--- config.mk ---
export PLATFORM = sky130hd
export DESIGN_NAME = i2cba_top
export DESIGN_NICKNAME = d
export VERILOG_FILES = /design/src/i2cba_pkg.sv /design/src/i2cba_match.sv /design/src/i2cba_sync2.sv /design/src/i2cba_top.sv
export SDC_FILE = /design/constraint.sdc
export NUM_CORES = 1
export LEC_CHECK = 0
export BUFFER_PORTS_ARGS = -buffer_cell sky130_fd_sc_hd__buf_2
export CORE_ASPECT_RATIO = 1.5
export CORE_MARGIN = 2
export CORE_UTILIZATION = 56
export DETAILED_ROUTE_END_ITERATION = 6
export GPL_ROUTABILITY_DRIVEN = 1
export PLACE_DENSITY = 0.81
export SYNTH_ARGS = -nofsm -noshare
export SYNTH_HDL_FRONTEND = slang
export SYNTH_SLANG_ARGS = --single-unit
--- constraint.sdc ---
create_clock -name MCLK -period 2.3 [get_ports MCLK]
set_input_delay 0.345 -clock MCLK [delete_from_list [all_inputs] [get_ports MCLK]]
set_output_delay 0.345 -clock MCLK [all_outputs]
set_load 0.03 [all_outputs]
--- src/i2cba_pkg.sv ---
// Shared constants and types for the I2C buffer and addressing block
`default_nettype none
package i2cba_pkg;
   // Register byte offsets on the AHB-Lite slave
   localparam logic [7:0] OFS_RX   = 8'h00;
   localparam logic [7:0] OFS_TX   = 8'h04;
   localparam logic [7:0] OFS_OWN  = 8'h08;
   localparam logic [7:0] OFS_TGT  = 8'h0c;
   localparam logic [7:0] OFS_IE   = 8'h10;
   localparam logic [7:0] OFS_STAT = 8'h14;
   localparam logic [7:0] OFS_CTRL = 8'h18;

   // Field positions
   localparam int GCEN_BIT   = 15;
   localparam int EV_AL      = 0;
   localparam int EV_STT     = 1;
   localparam int EV_STP     = 2;
   localparam int EV_NACK    = 3;
   localparam int EV_RX      = 4;
   localparam int EV_TX      = 5;
   localparam int NEV        = 6;
   localparam int CTRL_MST   = 0;
   localparam int CTRL_OWN10 = 1;
   localparam int CTRL_TGT10 = 2;
   localparam int CTRL_MREAD = 3;
   localparam int CTRL_W     = 4;

   // Reset values
   localparam logic [7:0]        RST_RX   = 8'h00;
   localparam logic [7:0]        RST_TX   = 8'h00;
   localparam logic [15:0]       RST_OWN  = 16'h0000;
   localparam logic [9:0]        RST_TGT  = 10'h000;
   localparam logic [7:0]        RST_IE   = 8'h00;
   localparam logic [NEV-1:0]    RST_STAT = 6'h20;
   localparam logic [CTRL_W-1:0] RST_CTRL = 4'h0;
   localparam logic [1:0]        PINS_IDLE = 2'h3;

   // Link constants
   localparam logic [4:0] HDR10     = 5'h1e;
   localparam logic [7:0] GCALL     = 8'h00;
   localparam logic [3:0] BYTE_BITS = 4'h8;
   localparam logic [3:0] ACK_BIT   = 4'h9;

   typedef enum logic [2:0] {
      ST_IDLE  = 3'b000,
      ST_ADDR  = 3'b001,
      ST_ADDR2 = 3'b010,
      ST_RX    = 3'b011,
      ST_TX    = 3'b100,
      ST_SKIP  = 3'b101
   } i2cba_state_t;

   typedef struct packed {
      logic       write;
      logic [7:0] addr;
   } i2cba_req_t;

   typedef struct packed {
      logic scl;
      logic sda;
   } i2cba_pins_t;
endpackage
`default_nettype wire

--- src/i2cba_match.sv ---
// Address comparator for own address and general call
`default_nettype none
module i2cba_match (
   input  wire logic [7:0] rx_byte,    // Byte just shifted in
   input  wire logic [9:0] own_addr,   // Own address field
   input  wire logic       gc_en,      // General call response enable
   input  wire logic       addr10,     // Own address is ten bits
   input  wire logic       second,     // Byte is second of a ten-bit address
   output logic            hit,        // Byte selects this device
   output logic            gc          // Byte is an accepted general call
);
   // Comparison per addressing mode
   always_comb begin
      gc  = gc_en && !second && (rx_byte == i2cba_pkg::GCALL);
      hit = gc;
      if (second)
         hit = (rx_byte == own_addr[7:0]);
      else if (addr10)
         hit = hit || ((rx_byte[7:3] == i2cba_pkg::HDR10) &&
                       (rx_byte[2:1] == own_addr[9:8]));
      else
         hit = hit || (rx_byte[7:1] == own_addr[6:0]);
   end
endmodule // i2cba_match
`default_nettype wire

--- src/i2cba_sync2.sv ---
// Two-stage synchroniser for the I2C clock and data pins
`default_nettype none
module i2cba_sync2 (
   input  wire logic                   clk,  // Sampling clock
   input  wire logic                   rst,  // Synchronous reset, active high
   input  wire i2cba_pkg::i2cba_pins_t din,  // Raw pin levels
   output var  i2cba_pkg::i2cba_pins_t dout  // Levels after two stages
);
   i2cba_pkg::i2cba_pins_t meta;

   // First stage feeds only the second; idle-high reset avoids a false START
   always_ff @(posedge clk) begin
      if (rst) begin
         meta <= i2cba_pkg::PINS_IDLE;
         dout <= i2cba_pkg::PINS_IDLE;
      end else begin
         meta <= din;
         dout <= meta;
      end
   end
endmodule // i2cba_sync2
`default_nettype wire

--- src/i2cba_top.sv ---
// I2C buffer, address and interrupt-enable block behind an AHB-Lite slave
//
// Decided for this implementation: the AHB-Lite interface to the registers and the register offsets.
`default_nettype none
module i2cba_top (
   input  wire logic        MCLK,       // Module clock, 200 MHz
   input  wire logic        RST,        // Synchronous reset, active high
   input  wire logic        HSEL,       // Slave select
   input  wire logic [31:0] HADDR,      // Byte address
   input  wire logic [1:0]  HTRANS,     // Transfer type
   input  wire logic        HWRITE,     // Write when high
   input  wire logic [2:0]  HSIZE,      // Word transfers only
   input  wire logic [31:0] HWDATA,     // Write data
   input  wire logic        HREADY,     // Bus ready
   output logic [31:0]      HRDATA,     // Read data
   output logic             HREADYOUT,  // Slave ready
   output logic             HRESP,      // Always OKAY
   output logic             IRQ,        // Level interrupt
   input  wire logic        SCL_I,      // I2C clock level
   input  wire logic        SDA_I,      // I2C data level
   output logic             SDA_O,      // Data drive value, always low
   output logic             SDA_OE      // High while pulling data low
);
   // Bus data phase
   i2cba_pkg::i2cba_req_t dp_req, next_dp_req;
   logic                  dp_valid, next_dp_valid;
   logic                  next_ready;
   logic [31:0]           next_rdata;
   logic                  take, wr_strobe, rd_strobe;

   // Registers
   logic [7:0]                      rx_hold, next_rx_hold;
   logic [7:0]                      tx_hold, next_tx_hold;
   logic [15:0]                     own_reg, next_own_reg;
   logic [9:0]                      tgt_reg, next_tgt_reg;
   logic [7:0]                      ie_reg, next_ie_reg;
   logic [i2cba_pkg::NEV-1:0]       stat, next_stat, set_vec;
   logic [i2cba_pkg::CTRL_W-1:0]    ctrl, next_ctrl;
   logic                            next_irq;

   // Link
   i2cba_pkg::i2cba_state_t state, next_state;
   i2cba_pkg::i2cba_pins_t  pins_s, pins_d;
   logic [3:0] bitcnt, next_bitcnt;
   logic [7:0] shin, next_shin, shout, next_shout;
   logic       drive, next_drive, mst_hdr, next_mst_hdr, hdr2, next_hdr2;
   logic       scl_rise, scl_fall, start_seen, stop_seen;
   logic       ev_start, ev_stop, ev_nack, ev_al, rx_load, tx_take;
   logic       hit, gc, master;

   // Register read multiplexer, used for the registered read answer
   function automatic logic [31:0] read_mux(input logic [7:0] a);
      case (a)
         i2cba_pkg::OFS_RX:   read_mux = {24'h000000, rx_hold};
         i2cba_pkg::OFS_TX:   read_mux = {24'h000000, tx_hold};
         i2cba_pkg::OFS_OWN:  read_mux = {16'h0000, own_reg};
         i2cba_pkg::OFS_TGT:  read_mux = {22'h0, tgt_reg};
         i2cba_pkg::OFS_IE:   read_mux = {24'h000000, ie_reg};
         i2cba_pkg::OFS_STAT: read_mux = {26'h0, stat};
         i2cba_pkg::OFS_CTRL: read_mux = {28'h0000000, ctrl};
         default:             read_mux = 32'h00000000;
      endcase
   endfunction

   i2cba_sync2 u_sync (
      .clk  (MCLK),
      .rst  (RST),
      .din  ({SCL_I, SDA_I}),
      .dout (pins_s)
   );

   i2cba_match u_match (
      .rx_byte   (shin),
      .own_addr  (own_reg[9:0]),
      .gc_en     (own_reg[i2cba_pkg::GCEN_BIT]),
      .addr10    (ctrl[i2cba_pkg::CTRL_OWN10]),
      .second    (state == i2cba_pkg::ST_ADDR2),
      .hit       (hit),
      .gc        (gc)
   );

   // Strobes: writes finish with no wait, reads take one wait state
   assign take      = HSEL && HTRANS[1] && HREADY;
   assign wr_strobe = dp_valid && dp_req.write && HREADY;
   assign rd_strobe = dp_valid && !dp_req.write && !HREADYOUT;
   assign master    = ctrl[i2cba_pkg::CTRL_MST];

   // Bus phase tracking and the registered read answer
   always_comb begin
      next_dp_valid = dp_valid;
      next_dp_req   = dp_req;
      next_ready    = 1'b1;
      next_rdata    = HRDATA;
      if (rd_strobe)
         next_rdata = read_mux(dp_req.addr);
      if (HREADY) begin
         next_dp_valid = take;
         if (take) begin
            next_dp_req = '{write: HWRITE, addr: HADDR[7:0]};
            next_ready  = HWRITE;
         end
      end
   end

   always_ff @(posedge MCLK) begin
      if (RST) begin
         dp_valid  <= 1'b0;
         dp_req    <= '0;
         HREADYOUT <= 1'b1;
         HRDATA    <= 32'h00000000;
         HRESP     <= 1'b0;
      end else begin
         dp_valid  <= next_dp_valid;
         dp_req    <= next_dp_req;
         HREADYOUT <= next_ready;
         HRDATA    <= next_rdata;
         HRESP     <= 1'b0;
      end
   end

   // Register file; a hardware set beats a same-cycle software clear
   always_comb begin
      next_rx_hold = rx_hold;
      next_tx_hold = tx_hold;
      next_own_reg = own_reg;
      next_tgt_reg = tgt_reg;
      next_ie_reg  = ie_reg;
      next_ctrl    = ctrl;
      next_stat    = stat;
      set_vec      = '0;
      set_vec[i2cba_pkg::EV_AL]   = ev_al;
      set_vec[i2cba_pkg::EV_STT]  = ev_start;
      set_vec[i2cba_pkg::EV_STP]  = ev_stop;
      set_vec[i2cba_pkg::EV_NACK] = ev_nack;
      set_vec[i2cba_pkg::EV_RX]   = rx_load;
      set_vec[i2cba_pkg::EV_TX]   = tx_take;
      if (wr_strobe) begin
         case (dp_req.addr)
            i2cba_pkg::OFS_TX: begin
               next_tx_hold = HWDATA[7:0];
               next_stat[i2cba_pkg::EV_TX] = 1'b0;
            end
            i2cba_pkg::OFS_OWN: begin
               next_own_reg = {HWDATA[15], 5'h00, HWDATA[9:0]};
            end
            i2cba_pkg::OFS_TGT:  next_tgt_reg = HWDATA[9:0];
            i2cba_pkg::OFS_IE:   next_ie_reg = HWDATA[7:0];
            i2cba_pkg::OFS_STAT: next_stat = stat & ~HWDATA[i2cba_pkg::NEV-1:0];
            i2cba_pkg::OFS_CTRL: next_ctrl = HWDATA[i2cba_pkg::CTRL_W-1:0];
            default: ;
         endcase
      end
      if (rd_strobe && (dp_req.addr == i2cba_pkg::OFS_RX))
         next_stat[i2cba_pkg::EV_RX] = 1'b0;
      if (rx_load)
         next_rx_hold = shin;
      next_stat = next_stat | set_vec;
      // New enables count at once, so the line never lags a mask write
      next_irq  = |(next_stat & next_ie_reg[i2cba_pkg::NEV-1:0]);
   end

   always_ff @(posedge MCLK) begin
      if (RST) begin
         rx_hold <= i2cba_pkg::RST_RX;
         tx_hold <= i2cba_pkg::RST_TX;
         own_reg <= i2cba_pkg::RST_OWN;
         tgt_reg <= i2cba_pkg::RST_TGT;
         ie_reg  <= i2cba_pkg::RST_IE;
         stat    <= i2cba_pkg::RST_STAT;
         ctrl    <= i2cba_pkg::RST_CTRL;
         IRQ     <= 1'b0;
      end else begin
         rx_hold <= next_rx_hold;
         tx_hold <= next_tx_hold;
         own_reg <= next_own_reg;
         tgt_reg <= next_tgt_reg;
         ie_reg  <= next_ie_reg;
         stat    <= next_stat;
         ctrl    <= next_ctrl;
         IRQ     <= next_irq;
      end
   end

   // Pin edges from the synchronised levels only
   assign scl_rise   = pins_s.scl && !pins_d.scl;
   assign scl_fall   = !pins_s.scl && pins_d.scl;
   assign start_seen = pins_s.scl && pins_d.scl && pins_d.sda && !pins_s.sda;
   assign stop_seen  = pins_s.scl && pins_d.scl && !pins_d.sda && pins_s.sda;

   // Link engine: bits counted on rising clock, data changed on falling clock
   always_comb begin
      next_state   = state;
      next_bitcnt  = bitcnt;
      next_shin    = shin;
      next_shout   = shout;
      next_drive   = drive;
      next_mst_hdr = mst_hdr;
      next_hdr2    = hdr2;
      ev_start = 1'b0;
      ev_stop  = 1'b0;
      ev_nack  = 1'b0;
      ev_al    = 1'b0;
      rx_load  = 1'b0;
      tx_take  = 1'b0;
      if (start_seen) begin
         ev_start    = 1'b1;
         next_bitcnt = 4'h0;
         next_drive  = 1'b0;
         if (master) begin
            // Target address only reaches the wire as master
            next_state   = i2cba_pkg::ST_TX;
            next_mst_hdr = 1'b1;
            next_hdr2    = ctrl[i2cba_pkg::CTRL_TGT10];
            if (ctrl[i2cba_pkg::CTRL_TGT10])
               next_shout = {i2cba_pkg::HDR10, tgt_reg[9:8], 1'b0};
            else
               next_shout = {tgt_reg[6:0], ctrl[i2cba_pkg::CTRL_MREAD]};
         end else begin
            next_state = i2cba_pkg::ST_ADDR;
         end
      end else if (stop_seen) begin
         ev_stop      = 1'b1;
         next_state   = i2cba_pkg::ST_IDLE;
         next_drive   = 1'b0;
         next_mst_hdr = 1'b0;
      end else if (state != i2cba_pkg::ST_IDLE && state != i2cba_pkg::ST_SKIP) begin
         if (scl_rise) begin
            next_bitcnt = bitcnt + 4'h1;
            if (bitcnt < i2cba_pkg::BYTE_BITS)
               next_shin = {shin[6:0], pins_s.sda};
            if (state == i2cba_pkg::ST_TX && master && bitcnt < i2cba_pkg::BYTE_BITS &&
                shout[7] && !pins_s.sda) begin
               ev_al      = 1'b1;
               next_state = i2cba_pkg::ST_SKIP;
               next_drive = 1'b0;
            end
            if (state == i2cba_pkg::ST_TX && bitcnt == i2cba_pkg::BYTE_BITS && pins_s.sda) begin
               ev_nack    = 1'b1;
               next_state = i2cba_pkg::ST_SKIP;
            end
         end else if (scl_fall) begin
            if (bitcnt == i2cba_pkg::BYTE_BITS) begin
               case (state)
                  i2cba_pkg::ST_ADDR: begin
                     if (!hit)
                        next_state = i2cba_pkg::ST_SKIP;
                     else begin
                        next_drive = 1'b1;
                        if (ctrl[i2cba_pkg::CTRL_OWN10] && !gc)
                           next_state = i2cba_pkg::ST_ADDR2;
                        else if (shin[0] && !gc)
                           next_state = i2cba_pkg::ST_TX;
                        else
                           next_state = i2cba_pkg::ST_RX;
                     end
                  end
                  i2cba_pkg::ST_ADDR2: begin
                     next_drive = hit;
                     next_state = hit ? i2cba_pkg::ST_RX : i2cba_pkg::ST_SKIP;
                  end
                  i2cba_pkg::ST_RX: begin
                     rx_load    = 1'b1;
                     next_drive = 1'b1;
                  end
                  i2cba_pkg::ST_TX: next_drive = 1'b0;
                  default: ;
               endcase
            end else if (bitcnt == i2cba_pkg::ACK_BIT) begin
               next_bitcnt = 4'h0;
               next_drive  = 1'b0;
               if (state == i2cba_pkg::ST_TX) begin
                  if (mst_hdr && hdr2) begin
                     next_hdr2  = 1'b0;
                     next_shout = tgt_reg[7:0];
                     next_drive = !tgt_reg[7];
                  end else if (mst_hdr && ctrl[i2cba_pkg::CTRL_MREAD] &&
                               !ctrl[i2cba_pkg::CTRL_TGT10]) begin
                     next_mst_hdr = 1'b0;
                     next_state   = i2cba_pkg::ST_RX;
                  end else begin
                     // Holding byte moves only here, so software may refill it
                     next_mst_hdr = 1'b0;
                     tx_take      = 1'b1;
                     next_shout   = tx_hold;
                     next_drive   = !tx_hold[7];
                  end
               end
            end else if (state == i2cba_pkg::ST_TX) begin
               if (bitcnt == 4'h0)
                  next_drive = !shout[7];
               else begin
                  next_shout = {shout[6:0], 1'b0};
                  next_drive = !shout[6];
               end
            end
         end
      end
   end

   always_ff @(posedge MCLK) begin
      if (RST) begin
         state   <= i2cba_pkg::ST_IDLE;
         pins_d  <= i2cba_pkg::PINS_IDLE;
         bitcnt  <= 4'h0;
         shin    <= 8'h00;
         shout   <= 8'h00;
         drive   <= 1'b0;
         mst_hdr <= 1'b0;
         hdr2    <= 1'b0;
         SDA_OE  <= 1'b0;
         SDA_O   <= 1'b0;
      end else begin
         state   <= next_state;
         pins_d  <= pins_s;
         bitcnt  <= next_bitcnt;
         shin    <= next_shin;
         shout   <= next_shout;
         drive   <= next_drive;
         mst_hdr <= next_mst_hdr;
         hdr2    <= next_hdr2;
         SDA_OE  <= next_drive;
         SDA_O   <= 1'b0;
      end
   end
endmodule // i2cba_top
`default_nettype wire
==> impl_metrics.toml <==
[outcome]
outcome = "complete, no violations"

[floorplan]
fp.dieH_um = 129
design.die.area_sq_um = 11200
core-area_sq_um = 10100
die_width_um = 87.2
core.rowCount = 45
initial_core_util_pct = 57.4
design.portCount = 113

[place]
place.detailed.hpwl_mm = 12.0
portBuffers = 40
finalWeightedCongestion = 0.958
postPlaceCellArea_sq_um = 6110
place_inst = 830

[clock_tree]
clock_tree.root_cell = "clkbuf_16"
worst_skew_pair_later_pin_latency_ns = 0.34
h_tree_depth_reported_by_cts = 3
clock_sinks = 110
cts_tree = "built"
post-cts-setup-buffers = 0
cts-buffers-inserted = 9
cts.reportedPaths.clkPinSlew_ns = 0.07
cts_hold_buf = 0
postCtsResizedCells = 0
max-clock-path-buffers = 2

[final_layout]
area_growth_pct = 10.2
design_area_sq_um = 6410
antennaDiodeCount = 0
post_route_cells_drive_above_1_share_pct = 17.4
filler_cell_count = 896
finalNonFillerCells = 846
finalNetCount = 806

[route]
drc = 0
avgViaCountPerCell = 6.04
wl_per_cell_um = 18.9
ant_nets = 0
via_count = 5106
finalWirelength_mm = 16.0
drt_pre_antenna_iters = 5
first_iter_violations = 404

[sta]
timing_max_transition_violations_final = 0
fmaxAchievable_mhz = 452
clock_skew_ns = 0.00631
worst_hold_slack_ns = 0.181
layout_worst_path_cycle_share_pct = 96.1
timing_hold_violations_final = 0
layout_min_cycle_time_ns = 2.21
totalNegativeSetupSlack_ns = 0
rsz0062_at_grt = "false"
tightestPinTransition_ns = 0.552
final_setup_fails = 0
slew_headroom_pct = 62.7

[run]
maxcap_violations = 0

[global_routing]
initial_antenna_violation_count = 0
grt.total_usage_pct = 28.9
groute.layer.met2.usage_pct = 51.2
global_route.overflow_total = 0
wire_length_of_the_first_global_routing_pass_mm = 25.1
global_route.usage.met3_pct = 3.66
globalRoute.busiestLayer = "met2"
grt_start_max_net_pins = 44
first_global_vias = 4950
groute.layer.met1.usage_pct = 33.4

[synth]
netlist-cell-type-count = 71
dominantRegCellSynth = "dfxtp_1"
synth_seq_cells = 110
synthArstFlopShare_pct = 0
yosysWarningCount = 0
post_synth_inst_count = 689
post_synth.cell_area_avg_sq_um = 8.44
fraction_of_the_yosys_area_taken_by_sequential_cells_pct = 37.9
number_of_synthesized_flops_with_an_enable_pin = 0
syn-cell-area_sq_um = 5820

[power]
power.density_cell_area_nw_per_um2 = 579
total_power_uw = 3710
power.static_leakage_uw = 0.00268
peakVddDrop_v = 0.000508

[critical_path]
regToRegStartpoint = "dp_req[6]"
worst_path_arrival_time_ns = 2.48
worstPathRequired_ns = 2.57
timing.critical_path.fanout_max = 8
cp-end-kind = "register"
critPathLaunch = "dp_req[6]"
cp-start-kind = "register"
timing.setup.critical_path_class = "register to register"

[worst_hold_path]
hold_startpoint = "SCL_I"
holdCritPathClass = "input port to register"
[routing by layer]
metal	wire, um	up-vias
met5	0	-
met4	818	0
met3	767	46
met2	8270	228
met1	6110	2397
li1	-	2435
[cells in the final DEF (no fill, tap or decap), drive strengths merged, types with 8 or more instances in the layout]
cell      n
a22oi     9
mux2i    50
xnor2    16
o211ai    8
conb     23
nor2     79
nor3      8
a31oi     8
o21ai    18
clkbuf   11
nand2    88
buf      74
nand2b   10
nand3    18
a21oi    58
inv      14
nand4     9
or2      10
dfxtp   110
[power by group]
part / internal (uW) / switching [uW]
clock: 805 / 715
combinational: 75.8 / 183
sequential: 1920 / 15.1
total: 2800 / 913
[worst paths after layout]
path         slack, ns             end  cells after the start
max               0.09       HRDATA[2]                      6
min               0.18  u_sync.meta[1]                      2
max reg2reg       0.09       HRDATA[2]                      6
min reg2reg       0.41  u_sync.dout[1]                      1
[layout make-up]
class                      count  area (sq um)  share of cell area [%]
timing repair buffer          74           470                    7.34
tap                          117           146                    2.28
clock buffer                  11           253                    3.94
multi-input combinational    516          3250                    50.6
clock inverter                 5          42.5                   0.664
inverter                      13          48.8                   0.761
sequential                   110          2200                    34.4
[cells in the mapped netlist, drive strengths merged (5+ instances only)]
master | instances | area (sq um)
nor2 | 79 | 299
clkbuf | 31 | 119
mux2i | 50 | 500
nor4 | 5 | 37.5
o311ai | 5 | 51.3
mux2 | 7 | 78.8
nor2b | 7 | 43.8
or2 | 10 | 62.6
o22ai | 5 | 31.3
o21a | 5 | 37.5
a21oi | 58 | 298
nand3 | 18 | 90.1
xnor2 | 16 | 140
nand2 | 88 | 330
ha | 6 | 75.1
nand2b | 10 | 62.6
buf | 41 | 284
xor2 | 5 | 43.8
nor3 | 8 | 45.0
dfxtp | 110 | 2200
o211ai | 8 | 60.1
a22oi | 9 | 67.6
a32oi | 5 | 43.8
nand4 | 9 | 62.6
a31oi | 8 | 50.1
o21ai | 18 | 90.1
inv | 13 | 48.8
[stage by stage]
step | utilization [%] | worst slack, ns
floorplan | - | 0.398
global placement | 60.3 | 0.192
detailed placement | 60.3 | 0.143
CTS | 63.2 | 0.104
global route | 63.2 | 0.00205
finish | 63.2 | 0.0895
[kinds of logic (layout without fill, tap and decap cells)]
logic type                 count (synthesis)  in the layout  synth area share (%)
buffers and inverters                     85            103                  7.77
adders and majority gates                  6              6                  1.29
other                                      1             23                0.0645
and+or+nand+nor                          266            266                  22.9
AOI/OAI and AO/OA                        139            139                  15.4
xor gates and xnor gates                  21             21                  3.16
DFF                                      110            110                  37.9
muxes                                     61             61                  11.5
[critical path: stages (launching register included)]
cell and delay, ns:
dfxtp_1 0.32, or2_1 0.25, or4_1 0.56, buf_4 0.21, a211oi_4 0.36, o21ai_0 0.23, a21oi_1 0.20
No activity file was read; power rests on OpenSTA's default activity.
